[src/rtl/csq_pkg.sv]
// Package with constants and carrier types of the slot qualifier and power control block.
// Overview of operation
// - Upper address latch transparent while BALE high.
// - AEN high marks a DMA cycle.
// - Memory access starts only with REFRESH# high.
// - Wait-state timing counts SYSCLK edges.
// - Interrupt pulse width counted in SYSCLK cycles.
// - Explicit clear pulse timed by SYSCLK.
// - Control bit 0 function timed by SYSCLK.
// - Ready-line high drive timed by SYSCLK.
// - Drive released line high one SYSCLK, then float.
// - ATA mode puts activity on IRQ12.
// - Voltage sense change raises enabled interrupt.
// - Interface status bit 7 shows inverted sense.
// - Low-volt supply enable low when selected.
// - High-volt supply enable low when selected.
// - Never both supply enables low together.
// - Select A gives 5V, B gives 12V.
// - Both programming selects high is reproduced.
// - Each select drives its own programming pin.
// - Power outputs come from two control registers.
package csq_pkg;

  // Clock and SYSCLK rates; SYSCLK is sampled by pclk.
  localparam int PCLK_KHZ = 250000;
  localparam int SYSCLK_NOM_KHZ = 8330;
  localparam int SYSCLK_MAX_KHZ = 11000;
  localparam int SYSCLK_MIN_PCLKS = PCLK_KHZ / SYSCLK_MAX_KHZ;

  // Register indices; byte address is four times the index.
  localparam logic [7:0] PWR_IDX = 8'h02;
  localparam logic [7:0] MIX_IDX = 8'h2f;
  localparam logic [7:0] CDC_IDX = 8'h30;
  localparam logic [7:0] SC_IDX = 8'h31;
  localparam logic [7:0] IFS_IDX = 8'h32;

  // Field positions.
  localparam int PWR_VCC_ON = 4;
  localparam int MIX_LOW_VOLT = 1;
  localparam int CDC_SW_EVENT = 0;
  localparam int CDC_GPI_EN = 2;
  localparam int CDC_EXPLICIT = 3;
  localparam int CDC_ATA = 4;
  localparam int CDC_ZWS = 5;
  localparam int SC_GPI = 0;
  localparam int SC_SW = 1;
  localparam int IFS_RDY = 0;
  localparam int IFS_ZWS = 1;
  localparam int IFS_IRQ = 2;
  localparam int IFS_SENSE = 7;

  // Reset values.
  localparam logic [7:0] PWR_RST = 8'h00;
  localparam logic [7:0] MIX_RST = 8'h00;
  localparam logic [7:0] CDC_RST = 8'h00;
  localparam logic [1:0] SC_RST = 2'h0;

  // Default SYSCLK counts.
  localparam int WAIT_SYSCLKS = 2;
  localparam int HOST_INTERRUPT_OUT_N_SYSCLKS = 4;

  // Host bus qualifiers.
  typedef struct packed {
    logic bale;
    logic aen;
    logic refresh_n;
    logic mem_req;
    logic [6:0] la;
  } csq_host_type;

  // Slot power switch drives.
  typedef struct packed {
    logic low_volt_en_n;
    logic high_volt_en_n;
    logic prog_sel_a;
    logic prog_sel_b;
  } csq_power_type;

  // Ready-line sequencer states.
  typedef enum logic [2:0] {
    ST_IDLE = 3'b000,
    ST_HOLD = 3'b001,
    ST_RDY_KICK = 3'b010,
    ST_ACTIVE = 3'b011,
    ST_ZLOW = 3'b100,
    ST_Z_KICK = 3'b101
  } csq_state_type;

endpackage

[src/rtl/csq_slot_ctrl.sv]
// Host qualifier, ready-line timing, status change and slot power control with an APB slave.
//
// Local design decisions: the address map and register access over APB.
module csq_slot_ctrl #(
  parameter int WAIT_CNT = csq_pkg::WAIT_SYSCLKS,
  parameter int HOST_INTERRUPT_OUT_N_CNT = csq_pkg::HOST_INTERRUPT_OUT_N_SYSCLKS
) (
  input wire logic pclk,
  input wire logic presetn,
  input wire logic psel,
  input wire logic penable,
  input wire logic pwrite,
  input wire logic [11:0] paddr,
  input wire logic [31:0] pwdata,
  output logic [31:0] prdata,
  output logic pready,
  output logic pslverr,
  input wire csq_pkg::csq_host_type host,
  input wire logic sysclk,
  input wire logic voltage_sense_input,
  output logic [6:0] la_latched,
  output logic dma_cycle,
  output logic mem_cycle,
  input wire logic iochrdy_i,
  output logic iochrdy_o,
  output logic iochrdy_oe,
  input wire logic zerows_n_i,
  output logic zerows_n_o,
  output logic zerows_n_oe,
  output logic host_interrupt_out_n,
  output logic irq12_o,
  output csq_pkg::csq_power_type power
);

  logic [7:0] pwr_q;
  logic [7:0] mix_q;
  logic [7:0] cdc_q;
  logic [1:0] sc_q;
  logic [1:0] clr_pend_q;
  logic sysclk_q;
  logic sense_q;
  logic mem_req_q;
  logic [6:0] la_q;
  logic [3:0] wait_q;
  logic [3:0] host_interrupt_out_n_q;
  logic [31:0] rdata_q;
  logic err_q;
  csq_pkg::csq_state_type st_q;
  logic sys_rise;
  logic setup;
  logic wr_acc;
  logic rd_acc;
  logic [7:0] idx;
  logic sense_chg;
  logic [1:0] sc_set;
  logic mem_start;
  logic [7:0] ifs;

  // Bus decode; the slave answers without wait states.
  assign idx = paddr[9:2];
  assign setup = psel && !penable;
  assign wr_acc = psel && penable && pwrite;
  assign rd_acc = psel && penable && !pwrite;
  assign pready = 1'b1;
  assign prdata = rdata_q;
  assign pslverr = err_q;

  // SYSCLK is synchronous to pclk, so one delayed copy gives its edge.
  assign sys_rise = sysclk && !sysclk_q;
  always_ff @(posedge pclk or negedge presetn) begin
    if (!presetn) begin
      sysclk_q <= 1'b0;
      sense_q <= 1'b1;
      mem_req_q <= 1'b0;
    end else begin
      sysclk_q <= sysclk;
      sense_q <= voltage_sense_input;
      mem_req_q <= host.mem_req;
    end
  end

  // Upper address half-latch: follows the lines while BALE is high.
  always_ff @(posedge pclk or negedge presetn) begin
    if (!presetn) begin
      la_q <= 7'h00;
    end else if (host.bale) begin
      la_q <= host.la;
    end
  end
  assign la_latched = host.bale ? host.la : la_q;

  // A memory cycle may begin only outside refresh and outside DMA.
  assign dma_cycle = host.aen;
  assign mem_start = host.mem_req && !mem_req_q && host.refresh_n && !host.aen;

  // Power and mixed voltage registers.
  always_ff @(posedge pclk or negedge presetn) begin
    if (!presetn) begin
      pwr_q <= csq_pkg::PWR_RST;
      mix_q <= csq_pkg::MIX_RST;
    end else if (wr_acc && idx == csq_pkg::PWR_IDX) begin
      pwr_q <= pwdata[7:0];
    end else if (wr_acc && idx == csq_pkg::MIX_IDX) begin
      mix_q <= pwdata[7:0];
    end
  end

  // Bit 0 is a software event request that lives until the next SYSCLK edge.
  always_ff @(posedge pclk or negedge presetn) begin
    if (!presetn) begin
      cdc_q <= csq_pkg::CDC_RST;
    end else if (wr_acc && idx == csq_pkg::CDC_IDX) begin
      cdc_q <= pwdata[7:0];
    end else if (sys_rise) begin
      cdc_q[csq_pkg::CDC_SW_EVENT] <= 1'b0;
    end
  end

  // Status change sources; the sense input only counts when enabled.
  assign sense_chg = (sense_q != voltage_sense_input) && cdc_q[csq_pkg::CDC_GPI_EN];
  assign sc_set[csq_pkg::SC_GPI] = sense_chg;
  assign sc_set[csq_pkg::SC_SW] = cdc_q[csq_pkg::CDC_SW_EVENT] && sys_rise;

  // Explicit mode queues a write-one clear that is applied at the next SYSCLK edge.
  always_ff @(posedge pclk or negedge presetn) begin
    if (!presetn) begin
      clr_pend_q <= 2'h0;
    end else if (wr_acc && idx == csq_pkg::SC_IDX && cdc_q[csq_pkg::CDC_EXPLICIT]) begin
      clr_pend_q <= clr_pend_q | pwdata[1:0];
    end else if (sys_rise) begin
      clr_pend_q <= 2'h0;
    end
  end

  // Sticky flags; a set in the clearing cycle wins over the clear.
  always_ff @(posedge pclk or negedge presetn) begin
    if (!presetn) begin
      sc_q <= csq_pkg::SC_RST;
    end else if (cdc_q[csq_pkg::CDC_EXPLICIT]) begin
      sc_q <= (sys_rise ? (sc_q & ~clr_pend_q) : sc_q) | sc_set;
    end else if (rd_acc && idx == csq_pkg::SC_IDX) begin
      sc_q <= sc_set;
    end else begin
      sc_q <= sc_q | sc_set;
    end
  end

  // Each new event restarts a low pulse of a fixed SYSCLK count on the interrupt pin.
  always_ff @(posedge pclk or negedge presetn) begin
    if (!presetn) begin
      host_interrupt_out_n_q <= 4'h0;
    end else if (|sc_set) begin
      host_interrupt_out_n_q <= 4'(HOST_INTERRUPT_OUT_N_CNT);
    end else if (sys_rise && host_interrupt_out_n_q != 4'h0) begin
      host_interrupt_out_n_q <= host_interrupt_out_n_q - 4'h1;
    end
  end
  assign host_interrupt_out_n = (host_interrupt_out_n_q == 4'h0);

  // In ATA mode IRQ12 sinks LED current during card access; otherwise it shows pending flags.
  assign irq12_o = cdc_q[csq_pkg::CDC_ATA] ? !mem_cycle : (|sc_q);

  // Ready-line sequencer: stretch with IOCHRDY or shorten with ZEROWS#, then kick high.
  always_ff @(posedge pclk or negedge presetn) begin
    if (!presetn) begin
      st_q <= csq_pkg::ST_IDLE;
      wait_q <= 4'h0;
    end else begin
      unique case (st_q)
        csq_pkg::ST_IDLE: begin
          if (mem_start && cdc_q[csq_pkg::CDC_ZWS]) begin
            st_q <= csq_pkg::ST_ZLOW;
          end else if (mem_start) begin
            st_q <= csq_pkg::ST_HOLD;
            wait_q <= 4'(WAIT_CNT);
          end
        end
        csq_pkg::ST_HOLD: begin
          if (sys_rise && wait_q <= 4'h1) begin
            st_q <= csq_pkg::ST_RDY_KICK;
          end else if (sys_rise) begin
            wait_q <= wait_q - 4'h1;
          end
        end
        csq_pkg::ST_RDY_KICK: begin
          if (sys_rise) begin
            st_q <= csq_pkg::ST_ACTIVE;
          end
        end
        csq_pkg::ST_ACTIVE: begin
          if (!host.mem_req) begin
            st_q <= csq_pkg::ST_IDLE;
          end
        end
        csq_pkg::ST_ZLOW: begin
          if (!host.mem_req) begin
            st_q <= csq_pkg::ST_Z_KICK;
          end
        end
        csq_pkg::ST_Z_KICK: begin
          if (sys_rise) begin
            st_q <= csq_pkg::ST_IDLE;
          end
        end
        default: begin
          st_q <= csq_pkg::ST_IDLE;
        end
      endcase
    end
  end

  // Open-drain lines; the short high drive saves a strong pull-up.
  assign iochrdy_o = (st_q == csq_pkg::ST_RDY_KICK);
  assign iochrdy_oe = (st_q == csq_pkg::ST_HOLD) || (st_q == csq_pkg::ST_RDY_KICK);
  assign zerows_n_o = (st_q == csq_pkg::ST_Z_KICK);
  assign zerows_n_oe = (st_q == csq_pkg::ST_ZLOW) || (st_q == csq_pkg::ST_Z_KICK);
  assign mem_cycle = (st_q != csq_pkg::ST_IDLE) && (st_q != csq_pkg::ST_Z_KICK);

  // Slot power: the supply select is one bit, so the two enables exclude each other.
  assign power.low_volt_en_n = !(pwr_q[csq_pkg::PWR_VCC_ON] && mix_q[csq_pkg::MIX_LOW_VOLT]);
  assign power.high_volt_en_n = !(pwr_q[csq_pkg::PWR_VCC_ON] && !mix_q[csq_pkg::MIX_LOW_VOLT]);
  // Code 11 drives both programming selects, as the board must tolerate.
  assign power.prog_sel_a = pwr_q[0];
  assign power.prog_sel_b = pwr_q[1];

  // Interface status shows live pin levels and the inverted sense input.
  always_comb begin
    ifs = 8'h00;
    ifs[csq_pkg::IFS_RDY] = iochrdy_i;
    ifs[csq_pkg::IFS_ZWS] = zerows_n_i;
    ifs[csq_pkg::IFS_IRQ] = |sc_q;
    ifs[csq_pkg::IFS_SENSE] = !voltage_sense_input;
  end

  // Read data is captured in the setup cycle so it leaves a flip-flop.
  always_ff @(posedge pclk or negedge presetn) begin
    if (!presetn) begin
      rdata_q <= 32'h0000_0000;
      err_q <= 1'b0;
    end else if (setup) begin
      err_q <= 1'b0;
      rdata_q <= 32'h0000_0000;
      unique case (idx)
        csq_pkg::PWR_IDX: rdata_q[7:0] <= pwr_q;
        csq_pkg::MIX_IDX: rdata_q[7:0] <= mix_q;
        csq_pkg::CDC_IDX: rdata_q[7:0] <= cdc_q;
        csq_pkg::SC_IDX: rdata_q[1:0] <= sc_q;
        csq_pkg::IFS_IDX: rdata_q[7:0] <= ifs;
        default: err_q <= 1'b1;
      endcase
    end
  end
endmodule

[config.mk]
export PLATFORM = sky130hd
export DESIGN_NAME = csq_slot_ctrl
export DESIGN_NICKNAME = d
export VERILOG_FILES = /design/src/rtl/csq_pkg.sv /design/src/rtl/csq_slot_ctrl.sv
export SDC_FILE = /design/constraint.sdc
export NUM_CORES = 1
export LEC_CHECK = 0
export BUFFER_PORTS_ARGS = -buffer_cell sky130_fd_sc_hd__buf_2
export CAP_MARGIN = 30
export CORE_ASPECT_RATIO = 0.7
export CORE_MARGIN = 4
export CORE_UTILIZATION = 49
export CTS_BUF_LIST = sky130_fd_sc_hd__clkbuf_16
export CTS_CLUSTER_SIZE = 40
export DETAILED_ROUTE_END_ITERATION = 7
export PLACE_DENSITY = 0.8
export SLEW_MARGIN = 20
export SYNTH_ARGS = -nofsm -noshare
export SYNTH_HDL_FRONTEND = slang
export SYNTH_SLANG_ARGS = --single-unit
[constraint.sdc]
create_clock -name pclk -period 2 [get_ports pclk]
set_clock_uncertainty 0.2 [all_clocks]
set_input_delay 0.4 -clock pclk [delete_from_list [all_inputs] [get_ports pclk]]
set_output_delay 0.4 -clock pclk [all_outputs]
set_load 0.05 [all_outputs]
==> out/qor.csv <==
metric;value;unit
flops & latches, synth;58;
Adder-Cell Fraction of Synth Area;1.24;%
ranking of synthesized cells by area;dfrtp_1, mux2_2, buf_4;
largest net degree at the start of global routing;40;
dpl hpwl;5280;um
Hold Path Origin;host[7];
height of the die;73.8;um
Via density;5.24;
final hold slack;0.0291;ns
Worst-Skew Late Latency;0.33;ns
R2R Setup Slk;0.07;ns
# Max-Cap Violations;0;
Final Hold Viols;0;
GR Overflow Total;0;
simple-gate share of the synthesized area;16.5;%
mean post-synth cell area;10.4;um2
P_leak;0.00199;uW
mux contribution to synthesized area;10.7;%
Detailed Route WL;7210;um
CTS tree;yes;
hold path cells;1;
post-route minimum period;1.97;ns
die area;0.00753;mm2
Core Region;0.00587;mm2
Design Area, Final;0.00403;mm2
via count;2474;
cell internal pwr;2980;uW
CP peak stage delay;0.39;ns
share of post-route cells with drive strength above 1;41.8;%
Worst VDD drop;907;uV
Critical Path Fanout Max;3;
boundary pin count;117;
library cells used by synthesis;50;
FMAX;507;MHz
site row count;23;
Worst Reg-to-Reg Cells;7;
crit path max-delay cell type;dfrtp_1;
drt pass-1 iters;4;
Clk pwr share;34.8;%
GRT Overall Usage;20.5;%
final setup fails;0;
global-route wire length before repair;11400;um
port bufs;63;
Post-synth EDFFs;0;
worst setup path category;reg2out;
Worst Path Arrival;1.37;ns
Residual DRC;0;
Post-Syn Area;0.00303;mm2
layout net count;459;
Worst setup SP type;flip-flop;
RR Endpoint;wait_q[2];
CTS H-tree lvls;3;
Min-Delay Endpoint;mem_req_q;
Logic pwr share;32.9;%
setup tns final;0;ns
routability cong.;0.857;
Buffers & Inverters on Critical Path;2;
PD cells;1130;mW/mm2
Clock Sinks;58;
Seq pwr share;32.2;%
Yosys top cell area share;47.0;%
Mapped Cells;292;
WL/cell;15.3;um
ys async rst share;100;%
status;completed;
largest family of logic cells by synthesized area;simple AND/OR/NAND/NOR gates;
sequential area share after synthesis;47.9;%
Net Sw Frac;34.7;%
CP endpoint kind;output port;
Die Span X;102;um
crit-path cells;inv_1 -> ha_2 -> nor3b_4 -> buf_6;
initial antenna violation count;0;
Slew Limit Fails;0;
NetSw;1580;uW
clk root buf;clkbuf_16;
HP Class;in2reg;
ANT cells;0;
post-place instance area;0.00357;mm2
worst r2r src;wait_q[0];
Max clock buf depth;2;
RSZ-0062 raised after global routing;true;
Final period util;98.6;%
post-synth top area cell;dfrtp_1;
synth-to-layout area growth;33.0;%
vias in the first global route;2347;
Starting Density;51.6;%
CTS Buf Count;9;
final antenna-violating net count;0;
predominant post-synthesis flop cell;dfrtp_1;
Worst-path clk slew;0.05;ns
drt first-iter violations;73;
XOR/XNOR Fraction of Synth Area;1.44;%
post-synthesis compound-gate area fraction;12.3;%
Worst Path Required;1.40;ns
Synth Warn #;0;
Tot Pwr;4560;uW
CP delay by family, top;flip-flops;
## worst reg2reg max path, stage by stage (launching register included)
cell and delay (ns):
dfrtp_1 0.39, inv_1 0.06, ha_1 0.22, nor2_2 0.16
nor3_1 0.07, or4_4 0.47, nor3b_2 0.19, a21o_1 0.11
## final cells by class
type / instances / area [um2]
Sequential cell: 58 / 1460
Tap cell: 75 / 93.8
Clock inverter: 7 / 85.1
Inverter: 9 / 33.8
Multi-Input combinational cell: 211 / 1470
Timing Repair Buffer: 103 / 668
Clock buffer: 9 / 225
Fill cell: 452 / 1840
## cells in the final DEF, fill, tap and decap left out, drive strengths merged, types with 8 or more instances in the layout
master  count
nor2       27
o21ai      12
a21oi      13
nor3        8
dfrtp      57
clkbuf     11
buf        98
conb       25
inv        10
nand2      24
mux2       28
## cells by family after synthesis
kind of cell	after synthesis
AO/OA/AOI/OAI	56
XOR/XNOR	5
adder cells (fa/ha/maj)	3
buffers and inverters	46
flip-flops	58
multiplexers	29
other	2
AND/OR/NAND/NOR	93
## routing by layer
layer | track usage (%) | wire length, um | vias up
met1 | 27.4 | 3210 | 1192
met2 | 30.0 | 3220 | 90
met4 | 6.99 | 109 | 0
met3 | 8.73 | 669 | 12
met5 | 0 | 0 | -
li1 | - | - | 1180
## power groups by stage
stage	logic, uW	registers [uW]	clock network [uW]
2_1_floorplan	972	1470	0
4_1_cts	1360	1470	1610
6_report	1500	1470	1590
3_3_place_gp	1230	1480	0
3_5_place_dp	1260	1490	0
5_1_grt	1610	1490	1670
## state kept, by name (all words and copies together), names as in the netlist, 2 cells and up
register and cells:
sc_q 2, wait_q 4, mix_q 8, clr_pend_q 2, la_q 7, cdc_q 8
st_q 3, pwr_q 8, prdata 8, host_interrupt_out_n_q 4
## worst max path at each step
stage                              startpoint                   endpoint  slack, ns  cells past startpoint
finish              host_interrupt_out_n_q[1]       host_interrupt_out_n       0.03                      4
global route                        wait_q[0]                  wait_q[2]      -0.07                      7
CTS                 host_interrupt_out_n_q[0]       host_interrupt_out_n    0.00006                      4
detailed placement                   paddr[6]                   mix_q[0]      -0.14                      5
global placement                     paddr[8]                   cdc_q[3]      -0.14                      6
floorplan           host_interrupt_out_n_q[0]  host_interrupt_out_n_q[2]      -0.12                      7
## through the flow
stage | instances | utilization [%] | setup WS, ns
after floorplan | 315 | - | -0.122
after global placement | 446 | 60.7 | -0.137
after detailed placement | 446 | 60.7 | -0.137
after CTS | 467 | 67.3 | 0.0000597
after global routing | 472 | 68.7 | -0.0660
final | 472 | 68.7 | 0.0289
## synth_stat cells, types with 2 or more instances
| library cell | count |
|---|---|
| a21o_1 | 2 |
| a21oi_1 | 13 |
| a22o_1 | 3 |
| a22oi_1 | 7 |
| a31oi_1 | 4 |
| a32oi_1 | 2 |
| buf_4 | 29 |
| clkbuf_1 | 6 |
| conb_1 | 2 |
| dfrtp_1 | 57 |
| ha_1 | 3 |
| inv_1 | 9 |
| mux2_2 | 28 |
| nand2_1 | 24 |
| nand2b_1 | 7 |
| nand3_1 | 6 |
| nand4_1 | 2 |
| nor2_1 | 27 |
| nor2b_1 | 5 |
| nor3_1 | 6 |
| nor3_4 | 2 |
| nor3b_1 | 3 |
| nor4bb_1 | 2 |
| o21ai_0 | 12 |
| o21bai_1 | 2 |
| o22a_1 | 2 |
| xnor2_1 | 3 |
| xor2_1 | 2 |
## what timing repair did
item	4_1_cts	5_1_grt
setup endpoints to repair	7	8
setup buffers	2	5
pin swaps	1	4
gates resized for setup	10	12
hold endpoints to repair	20	0
hold buffers	3	0
Note: power is estimated with default switching activity, not from simulation.
